--- config.mk ---
export PLATFORM = sky130hd
export DESIGN_NAME = tfcrf_regfile
export DESIGN_NICKNAME = d
export VERILOG_FILES = /design/src/rtl/tfcrf_pkg.sv /design/src/rtl/tfcrf_regfile.sv /design/src/rtl/tfcrf_rise_pulse.sv /design/src/rtl/tfcrf_read_mux.sv
export SDC_FILE = /design/constraint.sdc
export NUM_CORES = 1
export LEC_CHECK = 0
export ABC_AREA = 1
export BUFFER_PORTS_ARGS = -buffer_cell sky130_fd_sc_hd__buf_2
export CELL_PAD_IN_SITES_DETAIL_PLACEMENT = 0
export CELL_PAD_IN_SITES_GLOBAL_PLACEMENT = 2
export CORE_ASPECT_RATIO = 1.1
export CORE_MARGIN = 5
export CORE_UTILIZATION = 26
export CTS_CLUSTER_DIAMETER = 80
export DETAILED_ROUTE_END_ITERATION = 7
export GPL_TIMING_DRIVEN = 0
export PLACE_DENSITY = 0.77
export SLEW_MARGIN = 10
export SYNTH_ARGS = -nofsm -noshare
export SYNTH_HDL_FRONTEND = slang
export SYNTH_SLANG_ARGS = --single-unit
export TNS_END_PERCENT = 5
--- constraint.sdc ---
create_clock -name clk -period 0.9 [get_ports clk]
set_input_delay 0 -clock clk [delete_from_list [all_inputs] [get_ports clk]]
set_output_delay 0 -clock clk [all_outputs]
set_load 0.02 [all_outputs]
--- src/rtl/tfcrf_pkg.sv ---
// Purpose: Shared constants for the trigger FPGA configuration register file
// Assumes: 16-bit registers reached by 5-bit sub-address
// Notes:   Offsets, field positions, reset values and codes live here
package tfcrf_pkg;

  // ----------------------------------------------------------------
  // Widths
  // ----------------------------------------------------------------
  localparam int unsigned DW      = 16;   // Register width
  localparam int unsigned AW      = 5;    // Sub-address width
  localparam int unsigned NSLOT   = 5;    // Served payload slots
  localparam int unsigned NLANE   = 10;   // Two lanes per slot
  localparam int unsigned NSTROBE = 3;    // Execute, sram write, sram read
  localparam int unsigned SADDR_W = 22;   // Staging sram address

  // ----------------------------------------------------------------
  // Sub-addresses
  // ----------------------------------------------------------------
  localparam logic [AW-1:0] ADDR_LANE_STATUS = 5'h00;
  localparam logic [AW-1:0] ADDR_COMB_STATUS = 5'h01;
  localparam logic [AW-1:0] ADDR_PAYLOAD_EN  = 5'h02;
  localparam logic [AW-1:0] ADDR_ALIGN_INIT  = 5'h03;
  localparam logic [AW-1:0] ADDR_DIE_TEMP    = 5'h04;
  localparam logic [AW-1:0] ADDR_CORE_VOLT   = 5'h05;
  localparam logic [AW-1:0] ADDR_CFG_CMD     = 5'h06;
  localparam logic [AW-1:0] ADDR_ERASE_BLK   = 5'h07;
  localparam logic [AW-1:0] ADDR_SRAM_WDATA  = 5'h08;
  localparam logic [AW-1:0] ADDR_SRAM_ADDR_L = 5'h09;
  localparam logic [AW-1:0] ADDR_SRAM_ADDR_H = 5'h0a;
  localparam logic [AW-1:0] ADDR_SRAM_RDATA  = 5'h0b;
  localparam logic [AW-1:0] ADDR_IDLE_VER    = 5'h11;

  // ----------------------------------------------------------------
  // Field positions
  // ----------------------------------------------------------------
  localparam int unsigned CHAN_UP_LSB   = 12;  // Status 0 channel-up field
  localparam int unsigned ALL_UP_BIT    = 1;   // Status 1 combined
  localparam int unsigned SLOT5_UP_BIT  = 0;   // Status 1 fifth slot
  localparam int unsigned PEN_LSB       = 6;   // Payload enables at 6,8,..,14
  localparam int unsigned ALIGN_BIT     = 3;
  localparam int unsigned INIT_BIT      = 1;
  localparam int unsigned TGT_LSB       = 9;   // Bits 10..9
  localparam int unsigned EXEC_BIT      = 8;
  localparam int unsigned SRAM_SEL_BIT  = 7;
  localparam int unsigned OPC_LSB       = 3;   // Bits 6..3
  localparam int unsigned ERASE_W       = 10;
  localparam int unsigned SWR_BIT       = 15;
  localparam int unsigned SRD_BIT       = 14;
  localparam int unsigned SADDR_HI_W    = 6;
  localparam int unsigned IDLE_BIT      = 15;

  // ----------------------------------------------------------------
  // Reset values
  // ----------------------------------------------------------------
  localparam logic [DW-1:0] RST_WORD = 16'h0000;

  // ----------------------------------------------------------------
  // Codes
  // ----------------------------------------------------------------
  typedef enum logic [1:0] {
    TGT_NONE            = 2'h0,
    TGT_FIRST_EDGE_FPGA = 2'h1,
    TGT_SECOND_EDGE_FPGA = 2'h2,
    TGT_CENTRAL_FPGA    = 2'h3
  } tfcrf_target_t;

  localparam logic [3:0] OPC_PROGRAM_ROM_FIRST_EDGE = 4'h0;  // 0..2 program
  localparam logic [3:0] OPC_READ_ROM_FIRST_EDGE    = 4'h3;  // 3..5 read back
  localparam logic [3:0] OPC_READ_ROM_ID_FIRST_EDGE = 4'h6;  // 6..8 identifier
  localparam logic [3:0] OPC_ERASE_ROM_FIRST_EDGE   = 4'h9;  // 9..B erase
  localparam logic [3:0] OPC_LAST_DEFINED           = 4'hb;

endpackage

--- src/rtl/tfcrf_regfile.sv ---
// Purpose: Register file of the first edge FPGA, serial bus side
// Assumes: Serial bus slave outside delivers sub-address, strobes, data
// Notes:   Strobe bits give one-cycle pulses toward the sequencer and staging sram
`timescale 1ns/100ps
`default_nettype none
module tfcrf_regfile
  import tfcrf_pkg::*;
#(
  parameter logic [14:0] FW_VERSION = 15'h0001  // Arbitrary default
)
(
  input  wire logic                            clk,            // 250 MHz clock
  input  wire logic                            arst_n,         // Async reset
  // Register access from the serial bus slave
  input  wire logic [tfcrf_pkg::AW-1:0]        reg_addr,       // Sub-address
  input  wire logic                            reg_wr,         // Write strobe
  input  wire logic [tfcrf_pkg::DW-1:0]        reg_wdata,      // Write data
  input  wire logic                            reg_rd,         // Read strobe
  output logic      [tfcrf_pkg::DW-1:0]        reg_rdata,      // Read data
  output logic                                 reg_rvalid,     // Read data valid
  // Transceiver and monitor status
  input  wire logic [tfcrf_pkg::NLANE-1:0]     lane_up,        // Lane up flags
  input  wire logic [tfcrf_pkg::NSLOT-1:0]     chan_up,        // Channel up flags
  input  wire logic [tfcrf_pkg::DW-1:0]        die_temp,       // Die temperature
  input  wire logic [tfcrf_pkg::DW-1:0]        core_volt,      // Core voltage
  // Receive path control
  output logic      [tfcrf_pkg::NSLOT-1:0]     payload_en,     // Slot enables
  output logic                                 align_en,       // Align on sync
  output logic                                 xcvr_init,      // Init transceivers
  // Configuration sequencer
  output tfcrf_pkg::tfcrf_target_t             cfg_target,     // Target FPGA
  output logic      [3:0]                      cfg_opcode,     // Opcode field
  output logic                                 cfg_opcode_ok,  // Opcode defined
  output logic                                 cfg_sram_sel,   // Sram is dest
  output logic                                 cfg_execute,    // Execute pulse
  output logic      [tfcrf_pkg::ERASE_W-1:0]   erase_block,    // Erase block
  input  wire logic                            seq_idle,       // Sequencer idle
  // Staging sram
  output logic      [tfcrf_pkg::DW-1:0]        sram_wdata,     // Write data
  output logic      [tfcrf_pkg::SADDR_W-1:0]   sram_addr,      // Address
  output logic                                 sram_wr,        // Write pulse
  output logic                                 sram_rd,        // Read pulse
  input  wire logic [tfcrf_pkg::DW-1:0]        sram_rdata,     // Read data
  input  wire logic                            sram_rvalid     // Read data valid
);

  // ----------------------------------------------------------------
  // State
  // ----------------------------------------------------------------
  typedef struct packed {
    logic [NSLOT-1:0]      pen;
    logic                  align;
    logic                  init;
    logic [1:0]            target;
    logic                  exec;
    logic                  sram_sel;
    logic [3:0]            opcode;
    logic [ERASE_W-1:0]    erase;
    logic [DW-1:0]         wdata;
    logic [DW-1:0]         addr_lo;
    logic [SADDR_HI_W-1:0] addr_hi;
    logic                  swr;
    logic                  srd;
    logic [DW-1:0]         rdata_sram;
    logic [DW-1:0]         rdata;
    logic                  rvalid;
    logic                  exec_pls;
    logic                  swr_pls;
    logic                  srd_pls;
  } tfcrf_st_t;

  tfcrf_st_t st_q;
  tfcrf_st_t st_d;

  logic [NSTROBE-1:0] strobe_lvl;
  logic [NSTROBE-1:0] strobe_pls;
  logic [DW-1:0]      rd_word;
  logic [DW-1:0]      pen_word;
  logic [DW-1:0]      ctl_word;
  logic [DW-1:0]      cmd_word;
  logic [DW-1:0]      erase_word;
  logic [DW-1:0]      addrh_word;
  logic [DW-1:0]      idle_word;

  // ----------------------------------------------------------------
  // Read-back views of stored fields
  // ----------------------------------------------------------------

  // Payload enables sit on even bits 6..14
  always_comb
  begin
    pen_word = RST_WORD;
    for (int i = 0; i < NSLOT; i++)
    begin
      pen_word[PEN_LSB + 2*i] = st_q.pen[i];
    end
  end

  // Align and init bits
  always_comb
  begin
    ctl_word            = RST_WORD;
    ctl_word[ALIGN_BIT] = st_q.align;
    ctl_word[INIT_BIT]  = st_q.init;
  end

  // Configuration command word
  always_comb
  begin
    cmd_word                  = RST_WORD;
    cmd_word[TGT_LSB +: 2]    = st_q.target;
    cmd_word[EXEC_BIT]        = st_q.exec;
    cmd_word[SRAM_SEL_BIT]    = st_q.sram_sel;
    cmd_word[OPC_LSB +: 4]    = st_q.opcode;
  end

  // Erase block, high sram address and strobes
  always_comb
  begin
    erase_word                 = RST_WORD;
    erase_word[ERASE_W-1:0]    = st_q.erase;
    addrh_word                 = RST_WORD;
    addrh_word[SWR_BIT]        = st_q.swr;
    addrh_word[SRD_BIT]        = st_q.srd;
    addrh_word[SADDR_HI_W-1:0] = st_q.addr_hi;
  end

  // Idle flag over firmware version
  always_comb
  begin
    idle_word           = {1'b0, FW_VERSION};
    idle_word[IDLE_BIT] = seq_idle;
  end

  // ----------------------------------------------------------------
  // Read selection
  // ----------------------------------------------------------------

  // Word chosen by sub-address
  tfcrf_read_mux u_read_mux (
    .addr       (reg_addr),
    .lane_up    (lane_up),
    .chan_up    (chan_up),
    .die_temp   (die_temp),
    .core_volt  (core_volt),
    .pen_word   (pen_word),
    .ctl_word   (ctl_word),
    .cmd_word   (cmd_word),
    .erase_word (erase_word),
    .wdata_word (st_q.wdata),
    .addrl_word (st_q.addr_lo),
    .addrh_word (addrh_word),
    .rdata_word (st_q.rdata_sram),
    .idle_word  (idle_word),
    .word       (rd_word)
  );

  // ----------------------------------------------------------------
  // Strobe edge detection
  // ----------------------------------------------------------------

  // Execute, sram write, sram read levels
  assign strobe_lvl = {st_q.srd, st_q.swr, st_q.exec};

  // Rising steps become single pulses
  tfcrf_rise_pulse u_rise_pulse (
    .clk    (clk),
    .arst_n (arst_n),
    .level  (strobe_lvl),
    .pulse  (strobe_pls)
  );

  // ----------------------------------------------------------------
  // Next state
  // ----------------------------------------------------------------
  always_comb
  begin
    st_d = st_q;

    // Registered read answer, one cycle after the strobe
    st_d.rvalid = reg_rd;
    if (reg_rd)
    begin
      st_d.rdata = rd_word;
    end

    // Registered strobe pulses toward sequencer and sram
    st_d.exec_pls = strobe_pls[0];
    st_d.swr_pls  = strobe_pls[1];
    st_d.srd_pls  = strobe_pls[2];

    // Capture the word of the last sram read
    if (sram_rvalid)
    begin
      st_d.rdata_sram = sram_rdata;
    end

    // Writes; read-only addresses fall through untouched
    if (reg_wr)
    begin
      unique case (reg_addr)
        ADDR_PAYLOAD_EN:
        begin
          for (int i = 0; i < NSLOT; i++)
          begin
            st_d.pen[i] = reg_wdata[PEN_LSB + 2*i];
          end
        end
        ADDR_ALIGN_INIT:
        begin
          st_d.align = reg_wdata[ALIGN_BIT];
          st_d.init  = reg_wdata[INIT_BIT];
        end
        ADDR_CFG_CMD:
        begin
          st_d.target   = reg_wdata[TGT_LSB +: 2];
          st_d.exec     = reg_wdata[EXEC_BIT];
          st_d.sram_sel = reg_wdata[SRAM_SEL_BIT];
          st_d.opcode   = reg_wdata[OPC_LSB +: 4];
        end
        ADDR_ERASE_BLK:
        begin
          st_d.erase = reg_wdata[ERASE_W-1:0];
        end
        ADDR_SRAM_WDATA:
        begin
          st_d.wdata = reg_wdata;
        end
        ADDR_SRAM_ADDR_L:
        begin
          st_d.addr_lo = reg_wdata;
        end
        ADDR_SRAM_ADDR_H:
        begin
          st_d.swr     = reg_wdata[SWR_BIT];
          st_d.srd     = reg_wdata[SRD_BIT];
          st_d.addr_hi = reg_wdata[SADDR_HI_W-1:0];
        end
        default:
        begin
          st_d.rvalid = st_d.rvalid;
        end
      endcase
    end
  end

  // ----------------------------------------------------------------
  // State register
  // ----------------------------------------------------------------
  always_ff @(posedge clk or negedge arst_n)
  begin
    if (!arst_n)
      st_q <= '0;
    else
      st_q <= st_d;
  end

  // ----------------------------------------------------------------
  // Outputs
  // ----------------------------------------------------------------

  // Bus answer
  assign reg_rdata  = st_q.rdata;
  assign reg_rvalid = st_q.rvalid;

  // Receive path control
  assign payload_en = st_q.pen;
  assign align_en   = st_q.align;
  assign xcvr_init  = st_q.init;

  // Sequencer command fields
  assign cfg_target    = tfcrf_target_t'(st_q.target);
  assign cfg_opcode    = st_q.opcode;
  assign cfg_opcode_ok = (st_q.opcode <= OPC_LAST_DEFINED);
  assign cfg_sram_sel  = st_q.sram_sel;
  assign cfg_execute   = st_q.exec_pls;
  assign erase_block   = st_q.erase;

  // Staging sram
  assign sram_wdata = st_q.wdata;
  assign sram_addr  = {st_q.addr_hi, st_q.addr_lo};
  assign sram_wr    = st_q.swr_pls;
  assign sram_rd    = st_q.srd_pls;

endmodule // tfcrf_regfile
`default_nettype wire

--- src/rtl/tfcrf_rise_pulse.sv ---
// Purpose: Rising-edge pulse generator for the strobe bits
// Assumes: Levels come from flip-flops in the same clock domain
// Notes:   One pulse per zero-to-one step, never on a held level
`timescale 1ns/100ps
`default_nettype none
module tfcrf_rise_pulse
  import tfcrf_pkg::*;
(
  input  wire logic                             clk,     // System clock
  input  wire logic                             arst_n,  // Async reset
  input  wire logic [tfcrf_pkg::NSTROBE-1:0]    level,   // Strobe levels
  output logic      [tfcrf_pkg::NSTROBE-1:0]    pulse    // One-cycle pulses
);

  typedef struct packed {
    logic [NSTROBE-1:0] prev;
  } tfcrf_edge_st_t;

  tfcrf_edge_st_t st_q;
  tfcrf_edge_st_t st_d;

  // Previous-cycle copy
  always_comb
  begin
    st_d      = st_q;
    st_d.prev = level;
  end

  // Compare with last cycle, one bit each
  for (genvar i = 0; i < NSTROBE; i++)
  begin : g_edge
    assign pulse[i] = level[i] & ~st_q.prev[i];
  end

  // State register
  always_ff @(posedge clk or negedge arst_n)
  begin
    if (!arst_n)
      st_q <= '0;
    else
      st_q <= st_d;
  end

endmodule // tfcrf_rise_pulse
`default_nettype wire

--- src/rtl/tfcrf_read_mux.sv ---
// Purpose: Read-back word selection by sub-address
// Assumes: Stored fields and status inputs are stable this cycle
// Notes:   Unmapped sub-addresses and undefined bits return zero
`timescale 1ns/100ps
`default_nettype none
module tfcrf_read_mux
  import tfcrf_pkg::*;
(
  input  wire logic [tfcrf_pkg::AW-1:0]       addr,        // Sub-address
  input  wire logic [tfcrf_pkg::NLANE-1:0]    lane_up,     // Lane up flags
  input  wire logic [tfcrf_pkg::NSLOT-1:0]    chan_up,     // Channel up flags
  input  wire logic [tfcrf_pkg::DW-1:0]       die_temp,    // Temperature word
  input  wire logic [tfcrf_pkg::DW-1:0]       core_volt,   // Core voltage word
  input  wire logic [tfcrf_pkg::DW-1:0]       pen_word,    // Payload enable view
  input  wire logic [tfcrf_pkg::DW-1:0]       ctl_word,    // Align/init view
  input  wire logic [tfcrf_pkg::DW-1:0]       cmd_word,    // Config command view
  input  wire logic [tfcrf_pkg::DW-1:0]       erase_word,  // Erase block view
  input  wire logic [tfcrf_pkg::DW-1:0]       wdata_word,  // Sram write data
  input  wire logic [tfcrf_pkg::DW-1:0]       addrl_word,  // Sram address low
  input  wire logic [tfcrf_pkg::DW-1:0]       addrh_word,  // Sram address high
  input  wire logic [tfcrf_pkg::DW-1:0]       rdata_word,  // Sram read data
  input  wire logic [tfcrf_pkg::DW-1:0]       idle_word,   // Idle and version
  output logic      [tfcrf_pkg::DW-1:0]       word         // Selected word
);

  // Address decode
  always_comb
  begin
    word = RST_WORD;
    unique case (addr)
      ADDR_LANE_STATUS:
      begin
        word[CHAN_UP_LSB +: 4] = chan_up[3:0];
        word[NLANE-1:0]        = lane_up;
      end
      ADDR_COMB_STATUS:
      begin
        word[ALL_UP_BIT]   = &chan_up;
        word[SLOT5_UP_BIT] = chan_up[4];
      end
      ADDR_PAYLOAD_EN:  word = pen_word;
      ADDR_ALIGN_INIT:  word = ctl_word;
      ADDR_DIE_TEMP:    word = die_temp;
      ADDR_CORE_VOLT:   word = core_volt;
      ADDR_CFG_CMD:     word = cmd_word;
      ADDR_ERASE_BLK:   word = erase_word;
      ADDR_SRAM_WDATA:  word = wdata_word;
      ADDR_SRAM_ADDR_L: word = addrl_word;
      ADDR_SRAM_ADDR_H: word = addrh_word;
      ADDR_SRAM_RDATA:  word = rdata_word;
      ADDR_IDLE_VER:    word = idle_word;
      default:          word = RST_WORD;
    endcase
  end

endmodule // tfcrf_read_mux
`default_nettype wire

**Word level (Yosys, flattened, before mapping)**

Cells that the tools add are included.

- ROM bits: 0
- Bits of input ports: 90
- Memories: 0
- Latch bits: 0
- Register bits: 104
- Logic and storage cells: 52
- Output and inout bits: 83
- RAM bits: 0

- Add/sub/neg operators: 0
- Shift operators: 0
- Divide/modulo/power cells: 0
- Magnitude comparators: 1
- Reduce and logical (&&, ||, !) cells: 9
- Muxes and demuxes: 4
- $mul: 0
- Equal/unequal tests: 12
- Bitwise logic cells: 6

Operators with widths:

| cell | count |
|---|---|
| $pmux W8 S11 | 1 |
| $pmux W4 S9 | 1 |
| $pmux W2 S11 | 1 |
| $eq A5 B3 Y1 const B | 4 |
| $eq A5 B4 Y1 const B | 4 |
| $pmux W2 S7 | 1 |
| $reduce_and A2 Y1 | 7 |
| $eq A5 B2 Y1 const B | 2 |
| $eq A5 B1 Y1 const B | 1 |
| $eq A5 B5 Y1 const B | 1 |
| $logic_not A5 Y1 | 1 |
| $reduce_and A5 Y1 | 1 |
| $le A4 B4 Y1 const B | 1 |
| $and A1 B1 Y1 | 3 |
| $not A1 Y1 | 3 |

**Depth between registers and ports, before layout**

- Depth after elaboration: 2
- Mapped depth: 11
- Gate-level depth less buffers: 9

**Modules after synthesis**

Synthesis repeated with hierarchy kept, for this count alone.

- Cells, all modules: 872
- Area, all modules: 6439.9 sq um

By module, submodules not included:

| module | area an instance (sq um) | sequential area each (sq um) | instances | cells each |
|---|---|---|---|---|
| tfcrf_regfile | 4573.1 | 2527.4 | 1 | 451 |
| tfcrf_read_mux | 1761.7 | 0.0 | 1 | 412 |
| tfcrf_rise_pulse | 105.1 | 75.1 | 1 | 9 |

**Worst setup path after synthesis**

No wires, ideal clock.

- Kind: in2reg
- Start: in reg_addr[2] (netlist name)
- End: reg st_q, in the netlist sram_addr[19]
- Path buffers: 2
- Data required time: 0.773 ns
- Setup time: 0.127 ns
- Slack: -0.148 ns
- Data arrival time: 0.921 ns
- Cell stages on the path: 8
- Cell sequence: buf_4 > inv_4 > nand3_4 > nor2_4 > nand2_2 > buf_2 > nand2_1 > o21ai_0

- Word-level cells in the longest chain between the ends: 2

Ends and longest elaborated chain:

| what | RTL line | source |
|---|---|---|
| from (decl) | tfcrf_regfile.sv:15 | `input wire logic [tfcrf_pkg::AW-1:0] reg_addr,` |
| $eq A5 B4 Y1 | tfcrf_regfile.sv:201 | `unique case (reg_addr)` |
| $reduce_and A2 Y1 (no source line) | - |  |
| to (signal assigned) | tfcrf_regfile.sv:255 | `st_q <= st_d;` |
| to (decl) | tfcrf_regfile.sv:72 | `tfcrf_st_t st_q;` |

Every way passes these cells.
A chain may end at the register's enable or synchronous reset.

**Worst setup path in the final report**

- Start: reg st_q, in the netlist cfg_opcode[2]
- End: reg st_q, in the netlist reg_rdata[5]

- Word-level cells in the longest chain between the ends: 1

Ends and longest elaborated chain:

| what | RTL line | source |
|---|---|---|
| $pmux W8 S11 | tfcrf_read_mux.sv:30 | `unique case (addr)` |

Every way passes these cells.

==> out/results.tsv <==
metric	value	unit
hold_violations	0	
final_common_cell	nand2_1	
drv_cap	0	
max-clock-path-buffers	2	
ios	173	
hp-class	input port to flip-flop	
hold_depth	7	
grt_usage	0.186	
fmax	912	MHz
drtPass1Iterations	5	
power_per_cell_area	1810	nW/um2
dpl_cell_area	6900	um2
status	complete, but fails checks	
layout_common_cells	267 x nand2_1, 160 x buf_6, 95 x dfrtp_1	
drt-initial-drc-count	249	
yosysUniqueCellTypes	24	
path_cells	nand4_1, nand2_1, nor2_1, nand3_1, nand2_1, nand2_1	
postLayoutSetupSlackWorst	-0.197	ns
port_buffers	168	
fillCellCount	2284	
yosys_warnings	0	
vias	5338	
synth.avg_cell_area	7.70	um2
die_x	150	um
fin_crit	1.10	ns
dieArea	24600	um2
worst_skew_pair.late_latency	0.36	ns
drc_errors	0	
ys_async_sr_fraction	1.00	
slew_viol_final	0	
wl	22400	um
arrival	1.35	ns
synth-main-ff-cell	dfrtp_1	
coreArea	21300	um2
grt_start_max_net_pins	83	
final_layout_size_suffix_gt1_frac	0.358	
ant_nets	0	
grt-ovfl-total	0	
setup_viol	95	
critPathKind	flip-flop to flip-flop	
place_ws	-0.696	ns
cts_tree	built	
rows	56	
tightest_slew	0.526	ns
violations	negative setup slack	
end_kind	flip-flop	
synth_sequential_area_ratio	0.464	
dp_hpwl	17200	um
slew_headroom	0.649	
cts.sinks	104	
dieHeight	164	um
rsz0062_at_grt	true	
path_common_cell	nand2_1	
worstSetupStartpointType	flip-flop	
crit_path_top_delay_cell	dfrtp_2	
numCtsBuffers	9	
period_share	1.22	
path_clk_slew	0.07	ns
grt_pass1_wl	33900	um
ir_drop	0.945	mV
crit_fanout	4	
syn_to_final_growth	51.7	%
p_leak	4.41	nW
finClkSkew	0.00827	ns
grt_pass1_vias	5559	
cts.htree.levels	3	
synth_edf_count	0	
n_antenna_cell	0	
syn-num-nets	819	
gp_congestion	0.811	
wire_per_inst	18.0	um
netlist_area	5610	um2
fin_area	8510	um2
antenna_found_initial	1	
cpPeakStageDelay	0.47	ns
start_util	0.263	
whs	0.00699	ns
cp_data_required_time	1.15	ns
clockRootBuffer	clkbuf_16	
via_per_inst	4.30	
netlist_instances	729	
ys_seq_elements	104	
nNetsFinal	1038	
r2r_cells	6	
-- final cells by class --
type                            instances  area [um2]  area share
Clock buffer                           10         239      0.0281
Inverter                               52         205      0.0241
Buffer                                100        1050       0.124
Clock inverter                          4        77.6     0.00911
Timing Repair Buffer                  208        1750       0.205
Tap cell                              290         363      0.0426
Multi-Input combinational cell        473        2210       0.260
Sequential cell                       104        2610       0.307
-- what timing repair did --
item / in CTS / in global routing
hold endpoints to repair: 161 / 0
setup endpoints to repair: 143 / 151
gates resized for setup: 255 / 41
buffers inserted: 2 / 4
pin swaps: 4 / 22
hold buffers: 33 / 0
-- sequential cells by signal (all words and copies together), names as in the netlist --
signal,cells
addrh_word,2
align_en,1
cfg_execute,1
cfg_opcode,4
cfg_sram_sel,1
cfg_target,2
cmd_word,1
erase_block,10
payload_en,5
reg_rdata,16
reg_rvalid,1
sram_addr,22
sram_rd,1
sram_wdata,16
sram_wr,1
st_q,16
u_rise_pulse.st_q,3
xcvr_init,1
-- metal layers --
metal	vias up	wire length, um	track usage
met1	2524	9980	0.249
met3	20	906	0.0270
met4	2	345	0.0528
met5	-	7	0
met2	132	11100	0.314
li1	2660	-	-
-- synthesized netlist by cell type, types with 3 or more instances --
master / number / area share
buf_2: 12 / 0.011
buf_4: 76 / 0.10
buf_6: 3 / 0.0060
clkbuf_1: 7 / 0.0047
dfrtp_1: 104 / 0.46
inv_1: 49 / 0.033
mux2_2: 8 / 0.016
nand2_1: 275 / 0.18
nand2_2: 5 / 0.0056
nand3_1: 17 / 0.015
nand4_1: 21 / 0.023
nor2_1: 47 / 0.031
nor2_2: 7 / 0.0078
nor2_4: 6 / 0.012
o21ai_0: 66 / 0.059
o21ai_1: 17 / 0.015
-- critical path: cells and delay by family, from the launching register on --
family | cells | cell delay [ns]
flip-flops | 1 | 0.47
AND/OR/NAND/NOR | 6 | 0.52
-- where the power goes --
| group | total, W | switching, W | internal [W] |
|---|---|---|---|
| Combinational | 0.00491 | 0.00219 | 0.00272 |
| Clock | 0.00437 | 0.00187 | 0.00250 |
| Sequential | 0.00615 | 0.000759 | 0.00539 |
| Total | 0.0154 | 0.00482 | 0.0106 |
-- per-stage QoR --
stage | total power [W] | TNS (ns) | utilization | cells
after floorplan | 0.00825 | -5.14 | - | 729
after detailed placement | 0.00973 | -42.16 | 0.324 | 1188
after global placement | 0.00968 | -194.08 | 0.322 | 1187
after CTS | 0.0155 | -12.48 | 0.394 | 1237
after global routing | 0.0162 | -15.47 | 0.400 | 1241
final | 0.0154 | -11.16 | 0.400 | 1241
-- final timing paths --
kind | from | to | slack, ns
setup / recovery | cfg_opcode[2] | reg_rdata[5] | -0.20
hold / removal | die_temp[13] | reg_rdata[13] | 0.007
setup reg to reg | cfg_opcode[2] | reg_rdata[5] | -0.20
hold reg to reg | u_rise_pulse.st_q[0] | cfg_execute | 0.39
max in group asynchronous | arst_n | erase_block[8] | 0.13
min in group asynchronous | arst_n | reg_rdata[13] | 0.05
-- cells by family (layout without fill, tap and decap cells) --
logic type / Yosys count / after routing / synth area share
flops: 104 / 104 / 0.464
compound gates: 84 / 84 / 0.0754
mux: 8 / 8 / 0.0161
simple gates: 381 / 381 / 0.285
buf+inv: 152 / 374 / 0.160
Note: power is estimated with default switching activity, not from simulation.
